==> config.mk <==
export PLATFORM = sky130hd
export DESIGN_NAME = asagg_alarm_aggregator
export DESIGN_NICKNAME = d
export VERILOG_FILES = /design/src/asagg_pkg.sv /design/src/asagg_alarm_aggregator.sv
export SDC_FILE = /design/constraint.sdc
export NUM_CORES = 1
export LEC_CHECK = 0
export BUFFER_PORTS_ARGS = -buffer_cell sky130_fd_sc_hd__buf_2
export CAP_MARGIN = 15
export CORE_ASPECT_RATIO = 1.4
export CORE_MARGIN = 2
export CORE_UTILIZATION = 40
export DETAILED_ROUTE_END_ITERATION = 7
export HOLD_SLACK_MARGIN = 0.06
export PLACE_DENSITY = 0.67
export SYNTH_ARGS = -nofsm -noshare
export SYNTH_HDL_FRONTEND = slang
export SYNTH_SLANG_ARGS = --single-unit
==> constraint.sdc <==
create_clock -name clock_i -period 4.7 [get_ports clock_i]
set_input_delay 0.705 -clock clock_i [delete_from_list [all_inputs] [get_ports clock_i]]
set_output_delay 0.705 -clock clock_i [all_outputs]
set_load 0.01 [all_outputs]
==> src/asagg_pkg.sv <==
// Shared constants and types for the alarm status aggregator.
// Assumes a single system clock and a plain register port from the serial host.
package asagg_pkg;
   localparam int NUM_REF    = 2;   // Reference monitors
   localparam int NUM_LOOP   = 3;   // Two digital phase loops, then the system loop
   localparam int NUM_ALARM  = 3 * NUM_REF + 2 * NUM_LOOP;
   localparam int NUM_BLOCK  = NUM_REF + NUM_LOOP;
   localparam int NUM_PIN    = 4;
   localparam int ADDR_W     = 8;
   localparam int DATA_W     = 16;

   // Alarm bit positions inside each block
   localparam int REF_FREQ_POS  = 0;
   localparam int REF_LOSS_POS  = 1;
   localparam int REF_ACT_POS   = 2;
   localparam int LOOP_HOLD_POS = 0;
   localparam int LOOP_LOCK_POS = 1;
   localparam int LOOP_BASE     = 3 * NUM_REF;

   // Register offsets
   localparam logic [ADDR_W-1:0] LIVE_OFS       = 8'h00;
   localparam logic [ADDR_W-1:0] STICKY_OFS     = 8'h01;
   localparam logic [ADDR_W-1:0] STICKY_CLR_OFS = 8'h02;
   localparam logic [ADDR_W-1:0] ALERT_EN_OFS   = 8'h03;
   localparam logic [ADDR_W-1:0] CTRL_OFS       = 8'h04;
   localparam logic [ADDR_W-1:0] BLK_STICKY_OFS = 8'h05;
   localparam logic [ADDR_W-1:0] BLK_CLR_OFS    = 8'h06;
   localparam logic [ADDR_W-1:0] LOOP_STATE_OFS = 8'h07;
   localparam logic [ADDR_W-1:0] BLK_EN_OFS     = 8'h08;
   localparam logic [ADDR_W-1:0] PIN_CFG_OFS    = 8'h10;

   // Control register fields
   localparam int CTRL_GLOBAL_EN_POS = 0;
   localparam int CTRL_ALERT_INV_POS = 1;
   localparam int CTRL_ALERT_ON_POS  = 2;
   localparam int CTRL_ALERT_PIN_LSB = 4;
   localparam int PIN_IDX_W          = 2;

   // Pin configuration fields
   localparam int PIN_DRIVE_POS  = 0;
   localparam int PIN_INV_POS    = 1;
   localparam int PIN_STICKY_POS = 2;
   localparam int PIN_SRC_LSB    = 4;
   localparam int PIN_SRC_W      = 4;

   // Reset values
   localparam logic [DATA_W-1:0]    CTRL_RST     = 16'h0001;
   localparam logic [NUM_ALARM-1:0] ALERT_EN_RST = 12'h000;
   localparam logic [NUM_BLOCK-1:0] BLK_EN_RST   = 5'h1F;
   localparam logic [7:0]           PIN_CFG_RST  = 8'h00;

   // Loop state machine codes as reported by each phase loop
   typedef enum logic [2:0] {
      ASAGG_FREERUN  = 3'b000,
      ASAGG_LOCKACQ  = 3'b001,
      ASAGG_LOCKREC  = 3'b010,
      ASAGG_LOCKED   = 3'b011,
      ASAGG_HOLDOVER = 3'b100
   } asagg_loop_state_t;

   typedef struct packed {
      logic freq_over;
      logic signal_loss_alarm;
      logic activity;
   } asagg_ref_alarm_t;

   typedef struct packed {
      logic [ADDR_W-1:0] addr;
      logic [DATA_W-1:0] wdata;
      logic              wr;
      logic              rd;
   } asagg_bus_req_t;

   typedef struct packed {
      logic [PIN_SRC_W-1:0] src;
      logic                 rsvd;
      logic                 use_sticky;
      logic                 invert;
      logic                 drive;
   } asagg_pin_cfg_t;
endpackage : asagg_pkg

==> src/asagg_alarm_aggregator.sv <==
// Alarm status aggregator: live and sticky alarm status, per-pin alarm
// outputs and one aggregated alert, polled and cleared over a register port.
// Assumes monitor and loop status inputs are already on clock_i.
module asagg_alarm_aggregator
   import asagg_pkg::*;
(
   input  wire logic                          clock_i,      // System clock, 40 MHz
   input  wire logic                          rst_i,        // Async reset, active high
   input  wire asagg_bus_req_t                bus_i,        // Register port request
   output logic [DATA_W-1:0]                  rdata_o,      // Read data, cycle after read
   input  wire asagg_ref_alarm_t [NUM_REF-1:0] ref_alarm_i, // Reference monitor alarms
   input  wire logic [NUM_LOOP-1:0][2:0]      loop_state_i, // Phase loop state codes
   input  wire logic                          analog_phase_loop_locked_i, // Analog loop lock
   output logic [NUM_PIN-1:0]                 pin_o,        // Alarm pin levels
   output logic [NUM_PIN-1:0]                 pin_oe_o      // Alarm pin drive enables
);

   // Block membership mask of the individual alarm bits
   function automatic logic [NUM_ALARM-1:0] block_mask(input int b);
      logic [NUM_ALARM-1:0] m;
      m = '0;
      if (b < NUM_REF) begin
         m[3*b +: 3] = 3'h7;
      end else begin
         m[LOOP_BASE + 2*(b-NUM_REF) +: 2] = 2'h3;
      end
      return m;
   endfunction : block_mask

   // Decode a write strobe for one offset
   function automatic logic wr_hit(input asagg_bus_req_t r, input logic [ADDR_W-1:0] ofs);
      return r.wr && (r.addr == ofs);
   endfunction : wr_hit

   // Flat index of one monitor alarm
   function automatic int ref_bit(input int r, input int pos);
      return 3*r + pos;
   endfunction : ref_bit

   // Loss alarms never latch on a non-alert pin, whatever the sticky bit says
   function automatic logic is_loss(input logic [PIN_SRC_W-1:0] idx);
      return (idx < LOOP_BASE) && (idx % 3 == REF_LOSS_POS);
   endfunction : is_loss

   logic [NUM_ALARM-1:0]          live_reg;
   logic [NUM_ALARM-1:0]          live_next;
   logic [NUM_ALARM-1:0]          live_prev_reg;
   logic [NUM_ALARM-1:0]          sticky_reg;
   logic [NUM_ALARM-1:0]          sticky_next;
   logic [NUM_BLOCK-1:0]          blk_sticky_reg;
   logic [NUM_BLOCK-1:0]          blk_sticky_next;
   logic [NUM_ALARM-1:0]          alert_en_reg;
   logic [NUM_BLOCK-1:0]          blk_en_reg;
   logic [DATA_W-1:0]             ctrl_reg;
   asagg_pin_cfg_t [NUM_PIN-1:0]  pin_cfg_reg;
   logic [NUM_LOOP-1:0][2:0]      state_reg;
   logic [DATA_W-1:0]             rdata_reg;
   logic [DATA_W-1:0]             rdata_next;
   logic [NUM_PIN-1:0]            pin_reg;
   logic [NUM_PIN-1:0]            pin_next;
   logic [NUM_PIN-1:0]            pin_oe_reg;
   logic [NUM_PIN-1:0]            pin_oe_next;
   logic [LOOP_BASE-1:0]          ref_live;
   logic [2*NUM_LOOP-1:0]         loop_live;
   logic [NUM_PIN-1:0]            pin_level;
   logic [NUM_PIN-1:0]            wr_pin_cfg;
   logic [NUM_BLOCK-1:0]          blk_hit;
   logic [NUM_BLOCK-1:0]          blk_feeds;
   logic                          alert_raw;
   logic [DATA_W-1:0]             pin_rd;
   logic [DATA_W-1:0]             state_rd;

   wire logic                     global_en = ctrl_reg[CTRL_GLOBAL_EN_POS];
   wire logic                     alert_inv = ctrl_reg[CTRL_ALERT_INV_POS];
   wire logic                     alert_on  = ctrl_reg[CTRL_ALERT_ON_POS];
   wire logic [PIN_IDX_W-1:0]     alert_pin = ctrl_reg[CTRL_ALERT_PIN_LSB +: PIN_IDX_W];
   wire logic [NUM_ALARM-1:0]     change    = live_reg ^ live_prev_reg;
   wire logic [NUM_ALARM-1:0]     set_mask  = change & {NUM_ALARM{global_en}};
   wire logic                     wr_s_clr  = wr_hit(bus_i, STICKY_CLR_OFS);
   wire logic                     wr_b_clr  = wr_hit(bus_i, BLK_CLR_OFS);
   wire logic                     wr_al_en  = wr_hit(bus_i, ALERT_EN_OFS);
   wire logic                     wr_b_en   = wr_hit(bus_i, BLK_EN_OFS);
   wire logic                     wr_ctrl   = wr_hit(bus_i, CTRL_OFS);
   wire logic [NUM_ALARM-1:0]     clr_mask  = wr_s_clr ? bus_i.wdata[NUM_ALARM-1:0] : '0;
   wire logic [NUM_BLOCK-1:0]     blk_clr   = wr_b_clr ? bus_i.wdata[NUM_BLOCK-1:0] : '0;

   // Monitor alarms pass straight through
   always_comb begin
      for (int r = 0; r < NUM_REF; r++) begin
         ref_live[ref_bit(r, REF_FREQ_POS)] = ref_alarm_i[r].freq_over;
         ref_live[ref_bit(r, REF_LOSS_POS)] = ref_alarm_i[r].signal_loss_alarm;
         ref_live[ref_bit(r, REF_ACT_POS)]  = ref_alarm_i[r].activity;
      end
   end

   // Loop alarms come from the registered state code
   always_comb begin
      for (int l = 0; l < NUM_LOOP; l++) begin
         loop_live[2*l + LOOP_HOLD_POS] = (state_reg[l] == ASAGG_HOLDOVER);
         loop_live[2*l + LOOP_LOCK_POS] = (state_reg[l] == ASAGG_LOCKED) && analog_phase_loop_locked_i;
      end
   end

   assign live_next = {loop_live, ref_live};

   // Sticky bits: a change event sets, a clear write drops; the set wins
   // so an edge landing beside a clear is never lost
   always_comb begin
      for (int i = 0; i < NUM_ALARM; i++) begin
         if (set_mask[i]) begin
            sticky_next[i] = 1'b1;
         end else if (clr_mask[i]) begin
            sticky_next[i] = 1'b0;
         end else begin
            sticky_next[i] = sticky_reg[i];
         end
      end
   end

   // Per block: an individual sticky pending, and a route onto the alert
   always_comb begin
      for (int b = 0; b < NUM_BLOCK; b++) begin
         blk_hit[b]   = blk_en_reg[b] && global_en && |(sticky_next & block_mask(b));
         blk_feeds[b] = blk_sticky_reg[b] && |(alert_en_reg & block_mask(b));
      end
   end

   // Block sticky re-asserts while any of its individual stickies stays set
   always_comb begin
      for (int b = 0; b < NUM_BLOCK; b++) begin
         if (blk_hit[b]) begin
            blk_sticky_next[b] = 1'b1;
         end else if (blk_clr[b]) begin
            blk_sticky_next[b] = 1'b0;
         end else begin
            blk_sticky_next[b] = blk_sticky_reg[b];
         end
      end
   end

   // Alert: OR of enabled stickies plus block stickies feeding an enabled alarm
   always_comb begin
      alert_raw = |(sticky_reg & alert_en_reg);
      if (|blk_feeds) begin
         alert_raw = 1'b1;
      end
   end

   // Level each pin shows before inversion; out-of-range sources show low
   always_comb begin
      for (int p = 0; p < NUM_PIN; p++) begin
         if (pin_cfg_reg[p].src >= NUM_ALARM) begin
            pin_level[p] = 1'b0;
         end else if (pin_cfg_reg[p].use_sticky && !is_loss(pin_cfg_reg[p].src)) begin
            pin_level[p] = sticky_reg[pin_cfg_reg[p].src];
         end else begin
            pin_level[p] = live_reg[pin_cfg_reg[p].src];
         end
      end
   end

   // Pin drive; the alert negates one cycle after its last source clears
   always_comb begin
      for (int p = 0; p < NUM_PIN; p++) begin
         if (alert_on && (alert_pin == p[PIN_IDX_W-1:0])) begin
            pin_oe_next[p] = 1'b1;
            pin_next[p]    = alert_raw ^ alert_inv;
         end else begin
            pin_oe_next[p] = pin_cfg_reg[p].drive;
            pin_next[p]    = pin_level[p] ^ pin_cfg_reg[p].invert;
         end
      end
   end

   // Pin configuration read word
   always_comb begin
      pin_rd = '0;
      for (int p = 0; p < NUM_PIN; p++) begin
         if (bus_i.addr == PIN_CFG_OFS + p[ADDR_W-1:0]) begin
            pin_rd = {8'h00, pin_cfg_reg[p]};
         end
      end
   end

   // Loop state read word, three bits per loop
   always_comb begin
      state_rd = '0;
      state_rd[3*NUM_LOOP-1:0] = state_reg;
   end

   // One write strobe per pin configuration word
   always_comb begin
      for (int p = 0; p < NUM_PIN; p++) begin
         wr_pin_cfg[p] = wr_hit(bus_i, PIN_CFG_OFS + p[ADDR_W-1:0]);
      end
   end

   // Read decode; idle cycles return zero so the data stand one cycle only
   always_comb begin
      if (!bus_i.rd) begin
         rdata_next = '0;
      end else if (bus_i.addr == LIVE_OFS) begin
         rdata_next = DATA_W'(live_reg);
      end else if (bus_i.addr == STICKY_OFS) begin
         rdata_next = DATA_W'(sticky_reg);
      end else if (bus_i.addr == ALERT_EN_OFS) begin
         rdata_next = DATA_W'(alert_en_reg);
      end else if (bus_i.addr == CTRL_OFS) begin
         rdata_next = ctrl_reg;
      end else if (bus_i.addr == BLK_STICKY_OFS) begin
         rdata_next = DATA_W'(blk_sticky_reg);
      end else if (bus_i.addr == LOOP_STATE_OFS) begin
         rdata_next = state_rd;
      end else if (bus_i.addr == BLK_EN_OFS) begin
         rdata_next = DATA_W'(blk_en_reg);
      end else begin
         rdata_next = pin_rd;
      end
   end

   // Loop state register; live bits lag it by one cycle
   always_ff @(posedge clock_i or posedge rst_i) begin
      if (rst_i) begin
         state_reg <= '0;
      end else begin
         state_reg <= loop_state_i;
      end
   end

   // Live bits
   always_ff @(posedge clock_i or posedge rst_i) begin
      if (rst_i) begin
         live_reg <= '0;
      end else begin
         live_reg <= live_next;
      end
   end

   // Previous live bits; both reset low, so no false change after reset
   always_ff @(posedge clock_i or posedge rst_i) begin
      if (rst_i) begin
         live_prev_reg <= '0;
      end else begin
         live_prev_reg <= live_reg;
      end
   end

   // Individual sticky bits
   always_ff @(posedge clock_i or posedge rst_i) begin
      if (rst_i) begin
         sticky_reg <= '0;
      end else begin
         sticky_reg <= sticky_next;
      end
   end

   // Block sticky bits
   always_ff @(posedge clock_i or posedge rst_i) begin
      if (rst_i) begin
         blk_sticky_reg <= '0;
      end else begin
         blk_sticky_reg <= blk_sticky_next;
      end
   end

   // Alert enables
   always_ff @(posedge clock_i or posedge rst_i) begin
      if (rst_i) begin
         alert_en_reg <= ALERT_EN_RST;
      end else if (wr_al_en) begin
         alert_en_reg <= bus_i.wdata[NUM_ALARM-1:0];
      end
   end

   // Block enables
   always_ff @(posedge clock_i or posedge rst_i) begin
      if (rst_i) begin
         blk_en_reg <= BLK_EN_RST;
      end else if (wr_b_en) begin
         blk_en_reg <= bus_i.wdata[NUM_BLOCK-1:0];
      end
   end

   // Control word; reserved bits stay zero
   always_ff @(posedge clock_i or posedge rst_i) begin
      if (rst_i) begin
         ctrl_reg <= CTRL_RST;
      end else if (wr_ctrl) begin
         ctrl_reg <= bus_i.wdata & 16'h0037;
      end
   end

   // Pin configuration words
   always_ff @(posedge clock_i or posedge rst_i) begin
      if (rst_i) begin
         pin_cfg_reg <= {NUM_PIN{PIN_CFG_RST}};
      end else begin
         for (int p = 0; p < NUM_PIN; p++) begin
            if (wr_pin_cfg[p]) begin
               pin_cfg_reg[p] <= bus_i.wdata[7:0] & 8'hF7;
            end
         end
      end
   end

   // Read data flop
   always_ff @(posedge clock_i or posedge rst_i) begin
      if (rst_i) begin
         rdata_reg <= '0;
      end else begin
         rdata_reg <= rdata_next;
      end
   end

   // Pin level flops keep the pins free of decode glitches
   always_ff @(posedge clock_i or posedge rst_i) begin
      if (rst_i) begin
         pin_reg <= '0;
      end else begin
         pin_reg <= pin_next;
      end
   end

   // Pin drive enable flops
   always_ff @(posedge clock_i or posedge rst_i) begin
      if (rst_i) begin
         pin_oe_reg <= '0;
      end else begin
         pin_oe_reg <= pin_oe_next;
      end
   end

   assign rdata_o  = rdata_reg;
   assign pin_o    = pin_reg;
   assign pin_oe_o = pin_oe_reg;

endmodule : asagg_alarm_aggregator

==> results.json, run 1 <==
{
  "status": "finished, final reports clean",
  "worst_slew_pin_slew_ns": 0.768,
  "async_reset_ff_share_pct": 100,
  "synth_compound_area_share_pct": 12.3,
  "numPortBuffers": 59,
  "synth_top_family_by_area": "multiplexers",
  "muxShareOfSynthArea_pct": 21.9,
  "skew_ns": 0.0129,
  "wl_per_cell_um": 23.4,
  "yosys_most_used_dff": "dfrtp_1",
  "relSlewSlack_pct": 48.4,
  "io_pins": 68,
  "synthAdderAreaFrac_pct": 2.57,
  "cp_slowest_cell": "dfrtp_1",
  "layout_setup_ws_ns": 0.857,
  "final_cell_area_sq_um": 7790,
  "postSynthCellCount": 593,
  "avgViaCountPerCell": 6.34,
  "p_leak_nw": 3.60,
  "worstRegToRegCells": 12,
  "fillCellCount": 1489,
  "yosys.area.top_type": "dfrtp_1",
  "r2r-start": "pin_cfg_reg[22]$_DFFE_PP0P_",
  "core_area_sq_um": 16700,
  "power.net_switching_mw": 0.875,
  "syn_avg_cell_area_sq_um": 11.5,
  "maxSlewViolCount": 0,
  "gr-total-overflow": 0,
  "hold_viol": 0,
  "clkLatencyLatePin_ns": 0.42,
  "cts_tree": "done",
  "stdcell_count": 851,
  "placed_cell_area_sq_um": 7160,
  "dp.cells": 819,
  "final_util_pct": 46.5,
  "swShare_pct": 28.3,
  "critPathKind": "register to register",
  "internal_power_mw": 2.22,
  "yosysTopAreaCellShare_pct": 41.9,
  "num_vias": 5395,
  "critPathLaunchType": "register",
  "fin_crit_sh_pct": 81.8,
  "postCtsSetupRepairBufs": 0,
  "start_util_pct": 40.7,
  "hp-class": "primary input to async pin",
  "drv_cap": 0,
  "grt_pass1_wl_um": 30700,
  "irDropWorstVdd_mv": 0.278,
  "largest_reg_flops": 28,
  "synthesis.area_sq_um": 6810,
  "fp.dieH_um": 158,
  "drc": 0,
  "power_frac_seq_pct": 41.1,
  "die_w_um": 114,
  "power_frac_comb_pct": 13.0,
  "powerDensity_nw_per_um2": 397,
  "yosysWarnings": 0,
  "drtAntennaViolNets": 0,
  "final_period_minus_worst_setup_slack_ns": 3.84,
  "die_area_sq_um": 18100,
  "path_max_fanout": 10,
  "rsz0062_at_grt": "false",
  "routed_wl_um": 19900,
  "holdWs_ns": 0.275,
  "dr.pass1.iters": 5,
  "antenna_cells": 0,
  "endpoint_kind": "register",
  "ys_types": 68,
  "drtIter0Drc": 332,
  "place_ws_ns": 0.937,
  "area_growth_pct": 14.5,
  "finalWeightedCongestion": 1.00,
  "setup_viol": 0,
  "first_global_vias": 5428,
  "drive_gt1_share_pct": 30.6,
  "r2r_end": "pin_o[2]$_DFF_PP0_",
  "synth.area.top_cells": "dfrtp_1 (42%), mux4_2 (9.9%), mux2_2 (8.8%)",
  "cts_resized": 0,
  "fmax_mhz": 260,
  "ys_seq_area_share_pct": 44.2,
  "synth-simple-area-share_pct": 12.8,
  "finalNetCount": 693,
  "finalPower_mw": 3.09,
  "cts.sinks": 120,
  "synth_seq_cells": 120,
  "hold_buffers": 0,
  "r2r_slack_ns": 0.86,
  "max_stage_delay_ns": 0.53,
  "antenna_found_initial": 0,
  "crit_chain": "nor2b_1 > ha_1 > a21boi_0 > o31ai_1 > and2_1 > ha_1 > nor4_1 > a22oi_1 > o21ai_0 > mux2i_1 > xor2_1 > mux2i_1",
  "cts_made_buffers": 17,
  "num_rows": 56,
  "h-tree-depth": 4,
  "hpwlAfterDp_um": 14100,
  "finalSetupTns_ns": 0,
  "grt_max_degree": 48,
  "arrival_ns": 4.12,
  "clkPwrFrac_pct": 45.9,
  "synth_xor_area_share_pct": 2.19,
  "path_clk_slew_ns": 0.06,
  "root_buffer": "clkbuf_16",
  "synth_edf_count": 0,
  "required_ns": 4.98,
  "critPathLaunch": "pin_cfg_reg[22]$_DFFE_PP0P_",
  "grt_usage_pct": 22.9,
  "clk_path_buf_depth": 2
}
final cells by class:
type	count	area, sq um	area share, %
inverters	10	40.0	0.514
flip-flops and latches	120	3010	38.6
multi-input cells	424	3530	45.3
clock inverters	15	214	2.74
clock buffers	17	425	5.46
repair buffers	62	318	4.08
well taps	203	254	3.26
metal layers:
layer,vias up,track usage [%],wire length [um]
met3,69,3.73,1010
li1,2315,-,-
met4,0,15.9,1240
met1,2747,25.8,7390
met5,-,0,0
met2,264,39.7,10300
critical path, delay by kind of cell, from the launching register on:
kind | cells | cell delay, ns
fa+ha+maj | 2 | 0.55
mux | 2 | 0.58
xor+xnor | 1 | 0.20
simple gates | 3 | 0.80
compound gates | 4 | 1.05
flops | 1 | 0.53
power groups by stage:
stage / Sequential (mW) / Clock [mW] / Combinational [mW]
3_3_place_gp: 1.27 / 0 / 0.383
6_report: 1.27 / 1.42 / 0.403
4_1_cts: 1.26 / 1.43 / 0.400
2_1_floorplan: 1.20 / 0 / 0.314
5_1_grt: 1.27 / 1.48 / 0.435
3_5_place_dp: 1.28 / 0 / 0.396
cells in the final DEF (no fill, tap or decap), types with 6 or more instances in the layout:
cell type and n:
dfrtp_1 114, nand2_1 59, buf_2 59, mux2_2 53, mux4_2 30, nor2_1 28
o21ai_0 26, a22oi_1 20, mux2i_1 19, a21oi_1 17, clkbuf_16 17, xor2_1 15
nand3_1 14, ha_1 14, a22o_1 13, nand2b_1 9, inv_1 8, nor3b_1 7
a31oi_1 7, nor3_1 6, dfstp_2 6
cell usage after synthesis (9+ instances only):
master,n
clkbuf_1,18
mux2_2,53
a21oi_1,17
dfrtp_1,114
a22o_1,13
o21ai_0,26
inv_1,9
ha_1,14
nand2b_1,9
nor2_1,28
a22oi_1,20
mux2i_1,19
mux4_2,30
xor2_1,15
nand2_1,59
nand3_1,14
worst max path at each step:
stage | end
after floorplan | alert_en_reg[0]$_DFFE_PP0P_
after CTS | pin_o[2]$_DFF_PP0_
after detailed placement | pin_o[2]$_DFF_PP0_
after global placement | pin_o[2]$_DFF_PP0_
final | pin_o[2]$_DFF_PP0_
after global routing | pin_o[2]$_DFF_PP0_
kinds of logic (layout without fill, tap and decap cells):
| kind of cell | after synthesis | after routing |
|---|---|---|
| AND/OR/NAND/NOR | 167 | 167 |
| flip-flops | 120 | 120 |
| AO/OA/AOI/OAI | 119 | 119 |
| multiplexers | 103 | 103 |
| buffers and inverters | 52 | 104 |
| XOR/XNOR | 17 | 17 |
| adder cells (fa/ha/maj) | 14 | 14 |
| other | 1 | 4 |
Note: power is estimated with default switching activity, not from simulation.
==> run 2: changes to the inputs <==
--- a/config.mk
+++ b/config.mk
@@ -12,7 +12,7 @@
 export CORE_UTILIZATION = 40
 export DETAILED_ROUTE_END_ITERATION = 7
 export HOLD_SLACK_MARGIN = 0.06
-export PLACE_DENSITY = 0.67
+export PLACE_DENSITY = 0.69
 export SYNTH_ARGS = -nofsm -noshare
 export SYNTH_HDL_FRONTEND = slang
 export SYNTH_SLANG_ARGS = --single-unit
==> constraint.sdc (replaced) <==
create_clock -name clock_i -period 3.18 [get_ports clock_i]
set_input_delay 0.477 -clock clock_i [delete_from_list [all_inputs] [get_ports clock_i]]
set_output_delay 0.477 -clock clock_i [all_outputs]
set_load 0.01 [all_outputs]
==> results.json, run 2 (same netlist as run 1, synthesis figures left out) <==
{
  "relSlewSlack_pct": 57.7,
  "crit_chain": "nor2b_1 > ha_1 > a21boi_1 > or3_1 > and2_1 > ha_1 > nor4_2 > a22oi_1 > o21ai_1 > mux2i_1 > buf_4 > xor2_2 > mux2i_1",
  "final_common_cell": "dfrtp_1",
  "start_util_pct": 40.7,
  "first_global_vias": 5517,
  "maxSlewViolCount": 0,
  "wl_per_cell_um": 22.7,
  "grt_pass1_wl_um": 30700,
  "antenna_found_initial": 0,
  "clkLatencyLatePin_ns": 0.42,
  "p_leak_nw": 3.67,
  "cts.sinks": 120,
  "largest_reg_flops": 28,
  "holdWs_ns": 0.163,
  "cts_tree": "done",
  "critPathKind": "register to register",
  "root_buffer": "clkbuf_16",
  "grt_usage_pct": 22.7,
  "numPortBuffers": 59,
  "arrival_ns": 3.33,
  "path_max_fanout": 6,
  "clk_path_buf_depth": 2,
  "drv_cap": 0,
  "drive_gt1_share_pct": 34.6,
  "antenna_cells": 0,
  "die_w_um": 114,
  "fp.dieH_um": 158,
  "irDropWorstVdd_mv": 0.407,
  "cp_slowest_cell": "dfrtp_1",
  "hold_buffers": 0,
  "num_vias": 5456,
  "finalNetCount": 719,
  "io_pins": 68,
  "routed_wl_um": 19900,
  "hpwlAfterDp_um": 14300,
  "drtIter0Drc": 552,
  "fmax_mhz": 327,
  "hold_viol": 0,
  "grt_max_degree": 121,
  "worst_slew_pin_slew_ns": 0.632,
  "required_ns": 3.46,
  "die_area_sq_um": 18100,
  "final_period_minus_worst_setup_slack_ns": 3.06,
  "dr.pass1.iters": 5,
  "critPathLaunchType": "register",
  "fin_crit_sh_pct": 96.2,
  "final_cell_area_sq_um": 7960,
  "drtAntennaViolNets": 0,
  "cts_made_buffers": 17,
  "core_area_sq_um": 16700,
  "mostFrequentLayoutCells": "dfrtp_1 (112), nand2_1 (59), buf_2 (59)",
  "h-tree-depth": 4,
  "drc": 0,
  "hp-class": "primary input to register",
  "avgViaCountPerCell": 6.22,
  "max_stage_delay_ns": 0.43,
  "num_rows": 56,
  "skew_ns": 0.00746,
  "area_growth_pct": 17.0,
  "placed_cell_area_sq_um": 7350,
  "endpoint_kind": "register",
  "finalWeightedCongestion": 1.01,
  "setup_viol": 0,
  "finalPower_mw": 4.23,
  "rsz0062_at_grt": "true",
  "status": "finished, final reports clean",
  "powerDensity_nw_per_um2": 532,
  "path_clk_slew_ns": 0.06,
  "gr-total-overflow": 0
}
==> run 2: final cells by class <==
class,instances,area [sq um]
Inverter,10,41.3
Clock buffer,21,460
Multi-Input combinational cell,424,3590
Clock inverter,11,77.6
Sequential cell,120,3010
Tap cell,203,254
Fill cell,1486,8780
Timing Repair Buffer,88,526
==> run 2: through the flow <==
step / util [%] / setup slack, ns / TNS [ns] / cells
6_report: 47.5 / 0.122 / 0 / 877
5_1_grt: 47.5 / -0.0237 / -0.0237 / 877
3_3_place_gp: 43.9 / 0.0997 / 0 / 843
2_1_floorplan: - / 0.153 / 0 / 596
3_5_place_dp: 43.9 / -0.0179 / -0.0179 / 843
4_1_cts: 47.2 / 0.0278 / 0 / 876
==> run 2: final timing paths <==
path	from	end	slack, ns	cells after the start
setup / recovery	pin_cfg_reg[22]$_DFFE_PP0P_	pin_o[2]$_DFF_PP0_	0.12	13
hold / removal	loop_state_i[4]	state_rd[4]$_DFF_PP0_	0.16	1
setup reg to reg	pin_cfg_reg[22]$_DFFE_PP0P_	pin_o[2]$_DFF_PP0_	0.12	13
hold reg to reg	state_rd[7]$_DFF_PP0_	live_reg[10]$_DFF_PP0_	0.50	1
max in group asynchronous	rst_i	pin_cfg_reg[6]$_DFFE_PP0P_	2.46	3
min in group asynchronous	rst_i	alert_en_reg[1]$_DFFE_PP0P_	0.22	3
==> run 2: worst max-delay path: cells and delay by family, from the launching register on <==
kind                       cells  cell delay [ns]
xor gates and xnor gates       1             0.14
AOI/OAI and AO/OA              3             0.46
DFF                            1             0.43
and+or+nand+nor                4             0.96
buffers and inverters          1             0.16
adders and majority gates      2             0.48
muxes                          2             0.29
==> run 2: per-layer routing <==
| layer | routed length, um | share of wire, % | GRT usage [%] | vias up |
|---|---|---|---|---|
| met5 | 0 | 0 | 0 | - |
| met1 | 7190 | 36 | 25.6 | 2733 |
| li1 | - | - | - | 2355 |
| met3 | 1170 | 5.9 | 3.96 | 89 |
| met2 | 10200 | 51 | 39.2 | 279 |
| met4 | 1360 | 6.8 | 15.3 | 0 |
==> run 2: timing repair <==
| item | 4_1_cts | 5_1_grt |
|---|---|---|
| endpoints found under the setup margin | 2 | 4 |
| pin swaps | 0 | 3 |
| gates cloned | 0 | 0 |
| gates resized for setup | 3 | 11 |
| setup buffers | 1 | 1 |
==> run 2: report_power, final <==
group	switching [mW]	internal (mW)	leakage, nW
Combinational	0.311	0.329	1.87
Clock	0.711	1.03	0.247
Sequential	0.209	1.64	1.56
